--- src/rtl/sqs_pkg.sv ---
package sqs_pkg;

  // ----------------------------------------------------------------
  // timing
  // ----------------------------------------------------------------
  localparam int SQS_CLK_HZ = 10_000_000;
  localparam int SQS_TICK_MS = 10;
  localparam int SQS_TICK_CYC = SQS_CLK_HZ / 1000 * SQS_TICK_MS;

  // ----------------------------------------------------------------
  // register byte offsets
  // ----------------------------------------------------------------
  localparam logic [7:0] SQS_CTRL_OFS = 8'h00;
  localparam logic [7:0] SQS_GAP_OFS = 8'h04;
  localparam logic [7:0] SQS_TMO_OFS = 8'h08;
  localparam logic [7:0] SQS_RETRY_OFS = 8'h0c;
  localparam logic [7:0] SQS_RECON_OFS = 8'h10;
  localparam logic [7:0] SQS_TADDR_OFS = 8'h14;
  localparam logic [7:0] SQS_STAT_OFS = 8'h18;
  localparam logic [7:0] SQS_MASK_OFS = 8'h1c;
  localparam logic [7:0] SQS_STATE_OFS = 8'h20;

  // ----------------------------------------------------------------
  // field layout
  // ----------------------------------------------------------------
  localparam int SQS_CTRL_EN = 0;
  localparam int SQS_CTRL_TRIG = 1;
  localparam int SQS_CTRL_FBP = 2;
  localparam int SQS_CTRL_SUBP = 4;
  localparam int SQS_CTRL_CNT = 8;
  localparam int SQS_CTRL_BC = 12;
  localparam int SQS_ST_IDX = 0;
  localparam int SQS_ST_FSM = 4;
  localparam int SQS_ST_DISC = 16;
  localparam int SQS_EV_TMO = 0;
  localparam int SQS_EV_DISC = 1;
  localparam int SQS_EV_BADT = 2;
  localparam int SQS_EV_W = 3;

  // ----------------------------------------------------------------
  // reset values and codes
  // ----------------------------------------------------------------
  localparam logic [15:0] SQS_CTRL_RST = 16'h0100;
  localparam logic [15:0] SQS_TIME_RST = 16'h000a;
  localparam logic [3:0] SQS_RETRY_RST = 4'h3;
  localparam logic [11:0] SQS_TADDR_RST = 12'h200;
  localparam logic [11:0] SQS_TRIG_MIN = 12'h200;
  localparam logic [1:0] SQS_POL_CLEAR = 2'h0;
  localparam logic [1:0] SQS_POL_FREEZE = 2'h1;
  localparam logic [1:0] SQS_POL_HALT = 2'h2;

  typedef enum logic [2:0] {
    SQS_IDLE, SQS_PICK, SQS_SEND, SQS_WAIT, SQS_GAP, SQS_NEXT
  } sqs_state_type;

endpackage

--- src/rtl/sqs_tick_if.sv ---
`timescale 1ns/10ps
`default_nettype none

// ------------------------------------------------------------------
// 10 ms tick carrier
// ------------------------------------------------------------------
interface sqs_tick_if;
  logic tick;
  modport src (output tick);
  modport dst (input tick);
endinterface // sqs_tick_if

`default_nettype wire

--- src/rtl/sqs_tick.sv ---
`timescale 1ns/10ps
`default_nettype none

// ------------------------------------------------------------------
// divider: one-cycle pulse every tick period
// ------------------------------------------------------------------
module sqs_tick #(
  parameter int TICK_CYCLES = 100000
) (
  input wire logic clock,
  input wire logic nrst,
  sqs_tick_if.src tk
);

  typedef struct packed {
    logic [31:0] cnt;
    logic tick;
  } sqs_tick_st_type;

  sqs_tick_st_type r, n;

  if (TICK_CYCLES < 2) begin : g_bad_tick
    $error("sqs_tick: TICK_CYCLES must be at least 2");
  end

  // count to period end, then pulse
  always_comb begin
    n = r;
    n.tick = 1'b0;
    if (r.cnt == 32'(TICK_CYCLES - 1)) begin
      n.cnt = '0;
      n.tick = 1'b1;
    end else begin
      n.cnt = r.cnt + 32'h1;
    end
  end

  always_ff @(posedge clock) begin
    if (!nrst) begin
      r <= '0;
    end else begin
      r <= n;
    end
  end

  assign tk.tick = r.tick;

endmodule // sqs_tick

`default_nettype wire

--- src/rtl/sqs_sched.sv ---
// Design decisions made here: the address map and the AHB-Lite slave port.
`timescale 1ns/10ps
`default_nettype none

module sqs_sched
  import sqs_pkg::*;
#(
  parameter int NODES = 4,
  parameter int DATA_W = 8,
  parameter int TICK_CYCLES = SQS_TICK_CYC
) (
  input wire logic clock,
  input wire logic nrst,
  input wire logic hsel,
  input wire logic [31:0] haddr,
  input wire logic [1:0] htrans,
  input wire logic hwrite,
  input wire logic [2:0] hsize,
  input wire logic [31:0] hwdata,
  input wire logic hready,
  output logic hreadyout,
  output logic hresp,
  output logic [31:0] hrdata,
  output logic tx_valid,
  input wire logic tx_ready,
  output logic [3:0] tx_node,
  output logic tx_bcast,
  output logic [DATA_W-1:0] tx_data,
  input wire logic [DATA_W-1:0] out_data,
  input wire logic rsp_valid,
  input wire logic [DATA_W-1:0] rsp_data,
  output logic [DATA_W-1:0] host_data,
  input wire logic fb_online,
  output logic subnet_offline,
  output logic [11:0] trig_addr,
  input wire logic [7:0] trig_byte,
  output logic irq
);

  // ----------------------------------------------------------------
  // parameter checks
  // ----------------------------------------------------------------
  if (NODES < 2 || NODES > 16) begin : g_bad_nodes
    $error("sqs_sched: NODES must lie in 2..16");
  end
  if (DATA_W < 1 || DATA_W > 32) begin : g_bad_data
    $error("sqs_sched: DATA_W must lie in 1..32");
  end

  localparam int IDX_W = $clog2(NODES);

  // ----------------------------------------------------------------
  // state
  // ----------------------------------------------------------------
  typedef struct packed {
    sqs_state_type fsm;
    logic [3:0] idx;
    logic go;
    logic [15:0] timer;
    logic [NODES-1:0][3:0] to_cnt;
    logic [NODES-1:0] disc;
    logic [NODES-1:0][15:0] rc;
    logic [7:0] trig_last;
    logic [DATA_W-1:0] tx_data;
    logic [DATA_W-1:0] host_data;
    logic [15:0] ctrl;
    logic [15:0] gap;
    logic [15:0] tmo;
    logic [3:0] retries;
    logic [15:0] recon;
    logic [11:0] taddr;
    logic [SQS_EV_W-1:0] status;
    logic [SQS_EV_W-1:0] mask;
    logic [31:0] hrdata;
    logic a_valid;
    logic a_wr;
    logic [7:0] a_addr;
  } sqs_st_type;

  sqs_st_type r, n;

  // ----------------------------------------------------------------
  // tick divider
  // ----------------------------------------------------------------
  sqs_tick_if tk_if ();

  // every timing setting counts in these ticks
  sqs_tick #(
    .TICK_CYCLES(TICK_CYCLES)
  ) u_tick (
    .clock(clock),
    .nrst(nrst),
    .tk(tk_if.src)
  );

  logic tick;
  assign tick = tk_if.tick;

  // ----------------------------------------------------------------
  // decoded controls
  // ----------------------------------------------------------------
  logic en, trig_mode, sub_freeze, halt, is_bc;
  logic [1:0] fb_pol;
  logic [3:0] cnt_cfg, bc_idx;
  logic [IDX_W-1:0] nid;

  assign en = r.ctrl[SQS_CTRL_EN];
  assign trig_mode = r.ctrl[SQS_CTRL_TRIG];
  assign fb_pol = r.ctrl[SQS_CTRL_FBP +: 2];
  assign sub_freeze = r.ctrl[SQS_CTRL_SUBP];
  assign cnt_cfg = r.ctrl[SQS_CTRL_CNT +: 4];
  assign bc_idx = r.ctrl[SQS_CTRL_BC +: 4];
  assign nid = r.idx[IDX_W-1:0];
  assign is_bc = (r.idx == bc_idx);
  assign halt = !fb_online && (fb_pol == SQS_POL_HALT);

  // ----------------------------------------------------------------
  // next state
  // ----------------------------------------------------------------
  always_comb begin
    logic [SQS_EV_W-1:0] ev;
    logic [SQS_EV_W-1:0] rd_clr;
    logic [31:0] rd;
    logic [3:0] cnt_new;
    logic [3:0] last;
    logic go;
    ev = '0;
    rd_clr = '0;
    rd = '0;
    cnt_new = '0;
    last = '0;
    go = r.go;
    n = r;

    // bus data phase: register writes
    if (r.a_valid && r.a_wr) begin
      case (r.a_addr)
        SQS_CTRL_OFS: n.ctrl = hwdata[15:0];
        SQS_GAP_OFS: n.gap = hwdata[15:0];
        SQS_TMO_OFS: n.tmo = hwdata[15:0];
        SQS_RETRY_OFS: n.retries = hwdata[3:0];
        SQS_RECON_OFS: n.recon = hwdata[15:0];
        SQS_TADDR_OFS: n.taddr = hwdata[11:0];
        SQS_MASK_OFS: n.mask = hwdata[SQS_EV_W-1:0];
        default: ;
      endcase
    end

    // bus address phase: capture, and read data into a flop
    n.a_valid = hsel && htrans[1] && hready;
    n.a_wr = hwrite;
    n.a_addr = haddr[7:0];
    if (n.a_valid && !hwrite) begin
      case (haddr[7:0])
        SQS_CTRL_OFS: rd[15:0] = r.ctrl;
        SQS_GAP_OFS: rd[15:0] = r.gap;
        SQS_TMO_OFS: rd[15:0] = r.tmo;
        SQS_RETRY_OFS: rd[3:0] = r.retries;
        SQS_RECON_OFS: rd[15:0] = r.recon;
        SQS_TADDR_OFS: rd[11:0] = r.taddr;
        SQS_STAT_OFS: begin
          rd[SQS_EV_W-1:0] = r.status;
          rd_clr = '1;
        end
        SQS_MASK_OFS: rd[SQS_EV_W-1:0] = r.mask;
        SQS_STATE_OFS: begin
          rd[SQS_ST_IDX +: 4] = r.idx;
          rd[SQS_ST_FSM +: 3] = r.fsm;
          rd[SQS_ST_DISC +: NODES] = r.disc;
        end
        default: rd = '0;
      endcase
      n.hrdata = rd;
    end

    // shared wait timer counts down on ticks
    if (tick && r.timer != 16'h0000) begin
      n.timer = r.timer - 16'h0001;
    end

    // reconnect timers of disconnected nodes
    for (int i = 0; i < NODES; i++) begin
      if (tick && r.disc[i] && r.rc[i] != 16'h0000) begin
        n.rc[i] = r.rc[i] - 16'h0001;
      end
    end

    // last list entry, bounded by the instance size
    last = (cnt_cfg == 4'h0) ? 4'h0 : cnt_cfg - 4'h1;
    if (last > 4'(NODES - 1)) begin
      last = 4'(NODES - 1);
    end

    // scheduler
    case (r.fsm)
      SQS_IDLE: begin
        if (en && !halt) begin
          n.idx = 4'h0;
          n.fsm = SQS_PICK;
        end
      end

      SQS_PICK: begin
        if (!en || halt) begin
          n.fsm = SQS_IDLE;
        end else begin
          // trigger byte sampled each time entry 0 is picked, retries of entry 0 included
          if (r.idx == 4'h0) begin
            go = 1'b1;
            if (trig_mode) begin
              go = (trig_byte != r.trig_last);
              if (r.taddr < SQS_TRIG_MIN) begin
                go = 1'b0;
                ev[SQS_EV_BADT] = 1'b1;
              end
              n.trig_last = trig_byte;
            end
            n.go = go;
          end
          if (!go) begin
            n.fsm = SQS_NEXT;
          end else if (!is_bc && r.disc[nid] && r.rc[nid] != 16'h0000) begin
            n.fsm = SQS_NEXT;
          end else begin
            // outgoing data under the fieldbus-offline policy
            if (fb_online) begin
              n.tx_data = out_data;
            end else if (fb_pol == SQS_POL_CLEAR) begin
              n.tx_data = '0;
            end else begin
              n.tx_data = r.tx_data;
            end
            n.fsm = SQS_SEND;
          end
        end
      end

      SQS_SEND: begin
        if (tx_ready) begin
          if (is_bc) begin
            n.timer = r.gap;
            n.fsm = SQS_GAP;
          end else begin
            n.timer = r.tmo;
            n.fsm = SQS_WAIT;
          end
        end
      end

      SQS_WAIT: begin
        if (rsp_valid) begin
          n.to_cnt[nid] = 4'h0;
          n.disc[nid] = 1'b0;
          n.host_data = rsp_data;
          n.fsm = SQS_NEXT;
        end else if (r.timer == 16'h0000) begin
          ev[SQS_EV_TMO] = 1'b1;
          cnt_new = r.to_cnt[nid] + 4'h1;
          if (r.disc[nid]) begin
            n.rc[nid] = r.recon;
            n.fsm = SQS_NEXT;
          end else if (cnt_new >= r.retries) begin
            n.to_cnt[nid] = cnt_new;
            n.disc[nid] = 1'b1;
            n.rc[nid] = r.recon;
            ev[SQS_EV_DISC] = 1'b1;
            if (!sub_freeze) begin
              n.host_data = '0;
            end else begin
              n.host_data = r.host_data;
            end
            n.fsm = SQS_NEXT;
          end else begin
            n.to_cnt[nid] = cnt_new;
            n.fsm = SQS_PICK;
          end
        end
      end

      SQS_GAP: begin
        if (r.timer == 16'h0000) begin
          n.fsm = SQS_NEXT;
        end
      end

      SQS_NEXT: begin
        // strict list order, wrapping to the first entry
        if (r.idx >= last) begin
          n.idx = 4'h0;
        end else begin
          n.idx = r.idx + 4'h1;
        end
        n.fsm = en ? SQS_PICK : SQS_IDLE;
      end

      default: n.fsm = SQS_IDLE;
    endcase

    // sticky events; a new event wins over the read clear
    n.status = (r.status & ~rd_clr) | ev;
  end

  // ----------------------------------------------------------------
  // registers
  // ----------------------------------------------------------------
  always_ff @(posedge clock) begin
    if (!nrst) begin
      r <= '0;
      r.fsm <= SQS_IDLE;
      r.ctrl <= SQS_CTRL_RST;
      r.gap <= SQS_TIME_RST;
      r.tmo <= SQS_TIME_RST;
      r.retries <= SQS_RETRY_RST;
      r.recon <= SQS_TIME_RST;
      r.taddr <= SQS_TADDR_RST;
    end else begin
      r <= n;
    end
  end

  // ----------------------------------------------------------------
  // outputs
  // ----------------------------------------------------------------
  assign hreadyout = 1'b1; // zero wait states
  assign hresp = 1'b0; // always okay
  assign hrdata = r.hrdata;
  assign tx_valid = (r.fsm == SQS_SEND);
  assign tx_node = r.idx;
  assign tx_bcast = is_bc;
  assign tx_data = r.tx_data;
  assign host_data = r.host_data;
  assign subnet_offline = |r.disc;
  assign trig_addr = r.taddr;
  assign irq = |(r.status & r.mask);

endmodule // sqs_sched

`default_nettype wire

--- config.mk ---
export PLATFORM = sky130hd
export DESIGN_NAME = sqs_sched
export DESIGN_NICKNAME = d
export VERILOG_FILES = /design/src/rtl/sqs_pkg.sv /design/src/rtl/sqs_tick_if.sv /design/src/rtl/sqs_tick.sv /design/src/rtl/sqs_sched.sv
export SDC_FILE = /design/constraint.sdc
export NUM_CORES = 1
export LEC_CHECK = 0
export BUFFER_PORTS_ARGS = -buffer_cell sky130_fd_sc_hd__buf_2
export CORE_UTILIZATION = 55
export DETAILED_ROUTE_END_ITERATION = 16
export HOLD_SLACK_MARGIN = 0.05
export PLACE_DENSITY = 0.75
export SKIP_CTS_REPAIR_TIMING = 1
export SLEW_MARGIN = 10
export SYNTH_ARGS = -nofsm -noshare
export SYNTH_HDL_FRONTEND = slang
export SYNTH_HIERARCHICAL = 1
export SYNTH_SLANG_ARGS = --single-unit
--- constraint.sdc ---
create_clock -name clock -period 6.9 [get_ports clock]
set_input_delay 1.725 -clock clock [delete_from_list [all_inputs] [get_ports clock]]
set_output_delay 1.725 -clock clock [all_outputs]
set_load 0.02 [all_outputs]
==> results.md, run 1 <==
- CP Launch Type: flip-flop
- Synth Area in Simple Gates: 21.67%
- Port Buffer Count: 112
- Synth Instances: 1632
- Pwr/cell area: 230.5 nW/um2
- Synthesized area: 13950 um2
- Post-Syn Area per Cell: 8.546 um2
- Max Cap Viol: 0
- Worst slew pin tran: 1.234 ns
- Core ar.: 24600 um2
- # clock sinks: 281
- RSZ-0062 raised after global routing: false
- Wirelength, routed: 38360 um
- Crit Path Max Fanout: 21
- Yosys reg bits: 281
- Asr flop ratio synth: 0%
- Tcrit/Tclk final: 59.08%
- Clock-pin slew on the worst setup and hold paths: 0.06 ns
- First-pass GRT wire length: 60770 um
- CP Data Required Time: 5.18 ns
- Die ar.: 26000 um2
- CTS Buf Count: 30
- WL per Instance: 19.25 um
- DRT iter0 DRCs: 1162
- Post-DP HPWL: 25470 um
- CTS tree: yes
- DRC Markers: 0
- Initial Utilization: 56.68%
- Area Overhead vs Synth: 9.904%
- GPL Wtd Cong: 0.8553
- Post-synth cell types: 75
- CP endpoint kind: output pin
- Largest net degree at the start of global routing: 77
- Leakage power: 5.678 nW
- Setup Viol. Count Final: 0
- Post-synth EDFFs: 0
- Max Freq: 245.3 MHz
- Peak VDD IR: 0.2314 mV
- Clock Latency Late Sink: 0.55 ns
- Final WS setup: 2.824 ns
- Main combinational cell family by area after synthesis: simple AND/OR/NAND/NOR gates
- Worst Hold Launch: hrdata[19]
- Worst R2R Start: tx_node[1]
- Post-Synth XOR/XNOR Area: 5.715%
- Max-slew headroom: 17.46%
- Mux cell area share after synthesis: 3.499%
- Synth Area in Compound Gates: 20.08%
- Boundary pin count: 171
- YS warnings: 6
- CTS max path bufs: 3
- Fin crit period: 4.076 ns
- Top_reg_cell synth: dfxtp_1
- Share of post-route cells with drive strength above 1: 14.93%
- Via density: 6.216
- Crit path from: tx_node[1]
- Pre-CTS setup slack: 2.844 ns
- Total grt overflow: 0
- Initial antenna violation count: 0
- Hold crit path type: reg2reg
- Setup_tns: 0 ns
- Number of cell rows: 57
- Depth of the CTS H-tree: 1
- DRT Pass-1 Iters: 8
- Total number of vias: 12390
- Post-synthesis sequential area ratio: 40.33%
- Antenna-violating nets left: 0
- Die W: 161.2 um
- GRT Total Usage: 28.84%
- Worst endpoint data arrival time: 2.35 ns
- Setup CP Type: reg2out
- Die Ht: 161.2 um
- Vias in the first global route: 11750
- Clk_skew: 0.009692 ns
- Final hold violations: 0
- Status: finished clean
- Synth Area in Adders: 1.615%
- Final #Nets: 1763
- Max Transition Viols Final: 0
- Root Buffer: clkbuf_16
==> metrics by stage <==
step	cells	cell area (um2)	utilization (%)	hold WS, ns	total power, W
6_report	1993	15330	62.30	0.4556	0.003533
5_1_grt	1992	15330	62.29	0.4678	0.003630
4_1_cts	1992	15330	62.29	0.4531	0.003546
3_5_place_dp	1936	14220	57.78	0.4413	0.001777
3_3_place_gp	1936	14220	57.78	0.4412	0.001775
2_1_floorplan	1644	13990	-	0.4271	0.001739
==> Yosys cell counts (29+ instances only) <==
cell / n / area (um2)
a21oi_1: 170 / 850.8
buf_4: 69 / 518.0
clkbuf_1: 70 / 262.8
dfxtp_1: 281 / 5625
inv_1: 29 / 108.9
nand2_1: 212 / 795.8
nand3_1: 54 / 270.3
nand4_1: 31 / 193.9
nor2_1: 102 / 382.9
nor4_1: 33 / 206.5
o21ai_0: 47 / 235.2
o21ai_1: 32 / 160.2
xnor2_1: 59 / 516.8
xor2_1: 32 / 280.3
==> power by group <==
| part | total, W | switching [W] | internal (W) |
|---|---|---|---|
| combinational | 0.000107 | 0.0000770 | 0.0000305 |
| clock | 0.00179 | 0.000664 | 0.00113 |
| sequential | 0.00164 | 0.00000584 | 0.00163 |
==> worst max-delay path, cell delays in order, from the launching register on <==
cell and delay (ns):
dfxtp_1 0.83, xor2_1 0.23, nor2_2 0.16, buf_4 0.33
buf_2 0.23
==> final timing paths <==
kind / end / slack (ns) / cells after the start
max reg2reg: r[204] / 2.92 / 9
max: tx_bcast / 2.82 / 4
min: hrdata[19] / 0.46 / 2
min reg2reg: hrdata[19] / 0.46 / 2
==> cell usage in the layout, fill, tap and decap left out, types with 14 or more instances in the layout <==
| master | synthesis | routed |
|---|---|---|
| a211oi_2 | 28 | 28 |
| nor3_1 | 23 | 22 |
| o2bb2ai_1 | 16 | 16 |
| nand2_1 | 212 | 212 |
| nor2_1 | 102 | 101 |
| buf_2 | 14 | 112 |
| or4_1 | 22 | 22 |
| a21oi_1 | 170 | 170 |
| xnor2_1 | 59 | 59 |
| inv_1 | 29 | 29 |
| and2_1 | 17 | 17 |
| o21ai_1 | 32 | 32 |
| nand3_1 | 54 | 54 |
| a221oi_1 | 16 | 16 |
| mux2i_1 | 24 | 24 |
| xor2_1 | 32 | 32 |
| nand4_1 | 31 | 31 |
| or3_1 | 21 | 21 |
| conb_1 | 2 | 14 |
| ha_1 | 18 | 18 |
| o21ai_0 | 47 | 47 |
| nor4_1 | 33 | 32 |
| dfxtp_1 | 281 | 281 |
| clkbuf_16 | 0 | 31 |
| buf_4 | 69 | 14 |
==> logic make-up (layout without fill, tap and decap cells) <==
family / count (synthesis) / count (layout)
DFF: 281 / 281
buffers and inverters: 188 / 212
adders and majority gates: 18 / 18
xor gates and xnor gates: 91 / 91
and+or+nand+nor: 594 / 594
AOI/OAI and AO/OA: 417 / 417
muxes: 41 / 41
other: 2 / 15
==> state kept, by name, summed over array words and instances, names as in the netlist <==
register / flops
fb_pol: 2
cnt_cfg: 4
bc_idx: 4
u_tick/tk.tick: 1
hrdata: 20
u_tick/r: 32
r: 185
tx_node: 4
trig_addr: 12
tx_data: 8
en: 1
host_data: 8
==> area by class of cell <==
class,count,area (um2)
tap,324,405.4
antenna,1,2.502
inverter,30,115.1
timing repair buffer,126,665.6
multi-input combinational,1175,7405
sequential,281,5625
clock inverter,14,252.7
fill,2110,9276
clock buffer,42,857.1
==> per-layer routing <==
layer  vias to the layer above  wire, um  part of all wire (%)  track usage [%]
met1                      5913     16140                    42            38.04
li1                       5897         -                     -                -
met4                         0      1206                   3.1            12.39
met3                        87      2936                   7.7            3.903
met5                         -         0                     0                0
met2                       492     18080                    47            47.30
(Power assumes the default switching activity.)
==> run 2, diff against run 1 <==
--- a/config.mk
+++ b/config.mk
@@ -5,11 +5,12 @@
 export SDC_FILE = /design/constraint.sdc
 export NUM_CORES = 1
 export LEC_CHECK = 0
+export ABC_AREA = 1
 export BUFFER_PORTS_ARGS = -buffer_cell sky130_fd_sc_hd__buf_2
-export CORE_UTILIZATION = 55
+export CORE_UTILIZATION = 54
 export DETAILED_ROUTE_END_ITERATION = 16
 export HOLD_SLACK_MARGIN = 0.05
-export PLACE_DENSITY = 0.75
+export PLACE_DENSITY = 0.76
 export SKIP_CTS_REPAIR_TIMING = 1
 export SLEW_MARGIN = 10
 export SYNTH_ARGS = -nofsm -noshare
==> constraint.sdc (replaced) <==
create_clock -name clock -period 3.45 [get_ports clock]
set_input_delay 0.8625 -clock clock [delete_from_list [all_inputs] [get_ports clock]]
set_output_delay 0.8625 -clock clock [all_outputs]
set_load 0.02 [all_outputs]
==> results.md, run 2 <==
- Die W: 169.5 um
- CP Data Required Time: 3.88 ns
- Synth top area cells: dfxtp_1 (37%), nand2_1 (12%), a21oi_1 (7.3%), nor2_1 (6.7%), o21ai_0 (6.3%)
- Max-slew headroom: 42.75%
- Initial antenna violation count: 1
- Commonest non-fill, non-tap cells in the layout: nand2_1 (469), dfxtp_1 (280), nor2_1 (269)
- R2r setup slk: 0.29 ns
- GRT Total Usage: 31.15%
- Hold slack: 0.4490 ns
- Pre-CTS setup slack: 0.2022 ns
- WL met1: 19200 um
- Comb power frac: 3.5%
- GPL Wtd Cong: 0.9721
- Tcrit/Tclk final: 91.46%
- Antenna cells: 0
- Post-synth EDFFs: 0
- Share of post-route cells with drive strength above 1: 10.82%
- Slowest cell on crit path: dfxtp_1
- Worst endpoint data arrival time: 3.59 ns
- WL per Instance: 16.83 um
- Clk pwr share: 47.2%
- CP peak stage delay: 0.43 ns
- YS warnings: 6
- Final hold violations: 0
- Die Ht: 169.5 um
- Fin crit period: 3.155 ns
- Initial Utilization: 55.60%
- Count leader, synth: nand2_1
- Post-Syn Area per Cell: 6.752 um2
- Asr flop ratio synth: 0%
- Number of cells on the critical path: 18
- Met2 wire length: 20350 um
- Post-synthesis sequential area ratio: 37.13%
- Top_reg_cell synth: dfxtp_1
- Via density: 5.595
- Design area: 16540 um2
- CP endpoint kind: flip-flop
- Status: finished clean
- CP Capture Point: r[157]
- WP buf/inv: 5
- Pwr/cell area: 401.1 nW/um2
- Cells after DPL: 2627
- Crit Path Max Fanout: 17
- DRT iter0 DRCs: 1358
- Top Metal Used: met4
- Vias in the first global route: 13840
- Dpl cell area: 15590 um2
- Setup Viol. Count Final: 0
- Register share of total power: 49.3%
- Clock Latency Late Sink: 0.56 ns
- Most common cell after layout, fill and taps aside: nand2_1
- Synth Area in Compound Gates: 19.08%
- Post-Synth XOR/XNOR Area: 3.576%
- Wirelength, routed: 45150 um
- Post-synth cell types: 52
- Final #Nets: 2406
- DRT Pass-1 Iters: 5
- Final Non-Filler Cells: 2682
- P_sw: 0.001504 W
- Setup CP Type: reg2reg
- Root Buffer: clkbuf_16
- Port Buffer Count: 112
- Setup_tns: 0 ns
- # clock sinks: 281
- Switching fraction of total power: 22.67%
- Mux cell area share after synthesis: 0%
- Post-DP HPWL: 32970 um
- Total number of vias: 15010
- Antenna-violating nets left: 0
- Worst slew pin tran: 0.8578 ns
- Crit-path cells: inv_2, nand3_1, nand2_2, buf_4, nor3_2, xor2_2, ha_1, nand2_1, inv_1, o21ai_0, nand3_2, nor2_8, nor2_1, nand2_1, buf_4, inv_2, o21ai_0, a21oi_1
- DRC Markers: 0
- Synth Area in Adders: 1.486%
- Number of flip-flops in the largest register: 185
- CTS Buf Count: 30
- Clock-pin slew on the worst setup and hold paths: 0.06 ns
- Worst R2R Start: tx_node[1]
- Max Freq: 316.9 MHz
- Total grt overflow: 0
- Clk_skew: 0.01135 ns
- Leakage power: 7.339 nW
- First-pass GRT wire length: 71210 um
- Largest reg by FF count: r
- Boundary pin count: 171
- Area share of the leading cell type in the synthesized netlist: 37.13%
- Total internal power: 0.005130 W
- Core ar.: 27250 um2
- Synthesized area: 15150 um2
- Synth Area in Simple Gates: 26.68%
- Synth top cells by count: nand2_1 (469), dfxtp_1 (281), nor2_1 (270)
- Die ar.: 28730 um2
- Main combinational cell family by area after synthesis: simple AND/OR/NAND/NOR gates
- Yosys reg bits: 281
- Hold crit path type: reg2reg
- Worst path top cell family by delay: simple AND/OR/NAND/NOR gates
- Wire length on met3: 3850 um
- Max Transition Viols Final: 0
- Crit path from: tx_node[1]
- Max Cap Viol: 0
- CTS max path bufs: 3
- Synth Instances: 2244
- Peak VDD IR: 0.3744 mV
- CTS tree: yes
- Area Overhead vs Synth: 9.175%
- FF-to-FF End: r[157]
- Depth of the CTS H-tree: 1
- Number of cell rows: 60
- Worst R2R Path Depth: 18
- Largest net degree at the start of global routing: 130
- Yosys top cell by area: dfxtp_1
- RSZ-0062 raised after global routing: false
- CP Launch Type: flip-flop
- Final WS setup: 0.2945 ns
-- run 2: layout make-up --
type | count | area, um2
fill | 2570 | 10710
sequential | 281 | 5627
inverter | 269 | 1010
tap | 372 | 465.4
timing repair buffer | 133 | 733.2
clock buffer | 48 | 879.6
multi-input combinational | 1572 | 7766
clock inverter | 7 | 60.06
-- run 2: worst min-delay path by stage --
stage	startpoint	slack, ns	cells after the start	to
detailed placement	u_tick/r[1]	0.44	1	u_tick/r[1]
CTS	u_tick/r[1]	0.45	1	u_tick/r[1]
global placement	u_tick/r[1]	0.43	1	u_tick/r[1]
floorplan	u_tick/r[1]	0.42	1	u_tick/r[1]
finish	u_tick/r[1]	0.45	1	u_tick/r[1]
global route	tx_data[3]	0.47	2	tx_data[3]
-- run 2: power groups by stage --
stage                     clock network [W]  registers, W  logic [W]
after floorplan                           0       0.00334   0.000157
after global placement                    0       0.00334   0.000225
after detailed placement                  0       0.00334   0.000229
after CTS                           0.00315       0.00327   0.000231
after global routing                0.00328       0.00327   0.000254
final                               0.00313       0.00327   0.000234
-- run 2: through the flow --
stage | util [%] | power, W
final | 60.70 | 0.006634
after detailed placement | 57.21 | 0.003568
after global routing | 60.70 | 0.006801
after global placement | 57.21 | 0.003564
after floorplan | - | 0.003493
after CTS | 60.66 | 0.006646
-- run 2: worst register-to-register path: stages (launching register included) --
cell and delay [ns]:
dfxtp_1 0.43, inv_2 0.16, nand3_1 0.13, nand2_2 0.06, buf_4 0.15, nor3_2 0.24
xor2_2 0.24, ha_1 0.29, nand2_1 0.07, inv_1 0.04, o21ai_0 0.09, nand3_2 0.18
nor2_8 0.20, nor2_1 0.11, nand2_1 0.10, buf_4 0.22, inv_2 0.10, o21ai_0 0.17
a21oi_1 0.05
-- run 2: cells by family after synthesis --
logic type,after synthesis
other,2
AO/OA/AOI/OAI,533
XOR/XNOR,61
adder cells (fa/ha/maj),18
AND/OR/NAND/NOR,946
flip-flops,281
buffers and inverters,403
-- run 2: layer usage --
metal / GRT usage (%) / vias to the layer above
met2: 51.03 / 629
met4: 12.38 / 0
met1: 40.57 / 6934
met5: 0 / -
li1: - / 7322
met3: 5.574 / 120
==> run 3, diff against run 2 <==
--- a/config.mk
+++ b/config.mk
@@ -7,10 +7,13 @@
 export LEC_CHECK = 0
 export ABC_AREA = 1
 export BUFFER_PORTS_ARGS = -buffer_cell sky130_fd_sc_hd__buf_2
-export CORE_UTILIZATION = 54
+export CELL_PAD_IN_SITES_DETAIL_PLACEMENT = 1
+export CELL_PAD_IN_SITES_GLOBAL_PLACEMENT = 2
+export CORE_MARGIN = 4
+export CORE_UTILIZATION = 33
 export DETAILED_ROUTE_END_ITERATION = 16
 export HOLD_SLACK_MARGIN = 0.05
-export PLACE_DENSITY = 0.76
+export PLACE_DENSITY = 0.8
 export SKIP_CTS_REPAIR_TIMING = 1
 export SLEW_MARGIN = 10
 export SYNTH_ARGS = -nofsm -noshare
==> constraint.sdc (replaced) <==
create_clock -name clock -period 3.6 [get_ports clock]
set_input_delay 0.9 -clock clock [delete_from_list [all_inputs] [get_ports clock]]
set_output_delay 0.9 -clock clock [all_outputs]
set_load 0.02 [all_outputs]
==> results.md, run 3 (synthesis gave the netlist of run 2 again) <==
- Antenna cells: 0
- Vias in the first global route: 15450
- Dpl cell area: 16000 um2
- Crit Path Max Fanout: 16
- Initial Utilization: 33.39%
- Most common cell after layout, fill and taps aside: nand2_1
- CP Data Required Time: 4.00 ns
- CP endpoint kind: flip-flop
- Worst slew pin tran: 0.8380 ns
- Share of post-route cells with drive strength above 1: 11.85%
- Max-slew headroom: 44.05%
- Fin crit period: 3.178 ns
- Met3 capacity usage during global routing: 2.695%
- Setup Viol. Count Final: 0
- Clk_skew: 0.03436 ns
- Die ar.: 49400 um2
- Total grt overflow: 0
- Tcrit/Tclk final: 88.28%
- Worst R2R Start: tx_node[0]
- DRT Pass-1 Iters: 5
- Worst Hold Launch: u_tick/r[1]
- Wirelength, routed: 54820 um
- Worst endpoint data arrival time: 3.58 ns
- WL per Instance: 18.71 um
- Busiest layer in global routing: met2
- Pwr/cell area: 412.4 nW/um2
- Design area: 17200 um2
- Total number of vias: 14880
- Max Freq: 314.6 MHz
- Worst R2R Path Depth: 16
- Setup_tns: 0 ns
- Status: finished clean
- FF-to-FF End: r[170]
- Layout filler cell count: 5832
- CTS Buf Count: 37
- Hold slack: 0.4564 ns
- Root Buffer: clkbuf_16
- Antenna-violating nets left: 0
- Largest net degree at the start of global routing: 97
- Total internal power: 0.005450 W
- Final #Nets: 2427
- Max Cap Viol: 0
- RSZ-0062 raised after global routing: false
- Number of cell rows: 78
- Setup CP Type: reg2reg
- Depth of the CTS H-tree: 2
- Met1 Use GR: 29.48%
- CP Launch Type: flip-flop
- First-pass GRT wire length: 86400 um
- Hold Path Stages: 1
- Peak VDD IR: 0.3357 mV
- GPL Wtd Cong: 0.8875
- DRT iter0 DRCs: 882
- Clock Latency Late Sink: 0.56 ns
- Initial antenna violation count: 2
- DRC Markers: 0
- R2r setup slk: 0.42 ns
- Global routing usage on met2: 36.46%
- CTS max path bufs: 3
- Leakage power: 7.511 nW
- Die W: 222.3 um
- GRT Total Usage: 21.67%
- Via density: 5.078
- Hold crit path type: reg2reg
- Largest reg by FF count: r
- Core ar.: 45380 um2
- Number of flip-flops in the largest register: 185
- Clk pwr share: 52.4%
- Area Overhead vs Synth: 13.49%
- Commonest non-fill, non-tap cells in the layout: nand2_1 (469), dfxtp_1 (280), nor2_1 (268)
- # clock sinks: 281
- P_sw: 0.001641 W
- Comb power frac: 3.4%
- Max Transition Viols Final: 0
- Die Ht: 222.3 um
- Port Buffer Count: 112
- Post-DP HPWL: 41060 um
- Worst hold endpoint: u_tick/r[1]
- Clock-pin slew on the worst setup and hold paths: 0.05 ns
- CTS tree: yes
- Final hold violations: 0
- Register share of total power: 44.2%
- Boundary pin count: 171
- Switching fraction of total power: 23.14%
## run 3: cell count changes in the layout (fill, tap and decap cells not counted), sizes merged
cell and delta:
clkinvlp +1, bufinv +2, clkbuf +3, buf +14
## run 3: how the worst max path moves through the flow
stage	startpoint	endpoint	cells after the start	slack (ns)
final	tx_node[0]	r[170]	16	0.42
after CTS	tx_node[0]	r[170]	18	0.24
after global placement	tx_node[0]	r[170]	18	0.32
after global routing	tx_node[0]	r[170]	18	0.11
after detailed placement	tx_node[0]	r[170]	18	0.30
after floorplan	tx_node[0]	r[195]	21	0.65
## run 3: power by group through the flow
stage	Sequential [W]	Clock, W	Combinational (W)
2_1_floorplan	0.00320	0	0.000150
3_3_place_gp	0.00320	0	0.000234
3_5_place_dp	0.00320	0	0.000238
4_1_cts	0.00313	0.00381	0.000239
5_1_grt	0.00313	0.00394	0.000263
6_report	0.00313	0.00372	0.000239
## run 3: routing by layer
| metal | part of all wire, % | vias up |
|---|---|---|
| met5 | 0 | - |
| met4 | 2.4 | 0 |
| met3 | 3.8 | 79 |
| met2 | 47 | 244 |
| met1 | 47 | 7198 |
| li1 | - | 7359 |
## run 3: layout make-up
| type | count | area, um2 | share of cell area (%) |
|---|---|---|---|
| clock buffers | 51 | 1060 | 6.163 |
| multi-input cells | 1572 | 7759 | 45.12 |
| repair buffers | 147 | 850.8 | 4.948 |
| inverters | 269 | 1010 | 5.872 |
| well taps | 600 | 750.7 | 4.366 |
| clock inverters | 10 | 138.9 | 0.8077 |
| flip-flops and latches | 281 | 5627 | 32.72 |
## run 3: critical path, cell delays in order, from the launching register on
cell,delay (ns)
dfxtp_2,0.38
inv_2,0.15
nand2_1,0.08
nand3_1,0.09
nand2_2,0.06
buf_4,0.15
nor3_2,0.23
xor2_2,0.20
ha_1,0.27
a21oi_1,0.18
nand3_1,0.27
nor2_8,0.23
nor2_2,0.10
nand2_2,0.31
inv_2,0.11
o21ai_1,0.14
a21oi_1,0.05
## run 3: stage by stage
stage,utilization (%),cells,total power (W),setup slack [ns]
6_report,37.89,2930,0.007091,0.4218
5_1_grt,37.89,2930,0.007335,0.1138
3_5_place_dp,35.25,2869,0.003439,0.2955
3_3_place_gp,35.25,2869,0.003435,0.3218
2_1_floorplan,-,2256,0.003348,0.6529
4_1_cts,37.89,2930,0.007186,0.2373
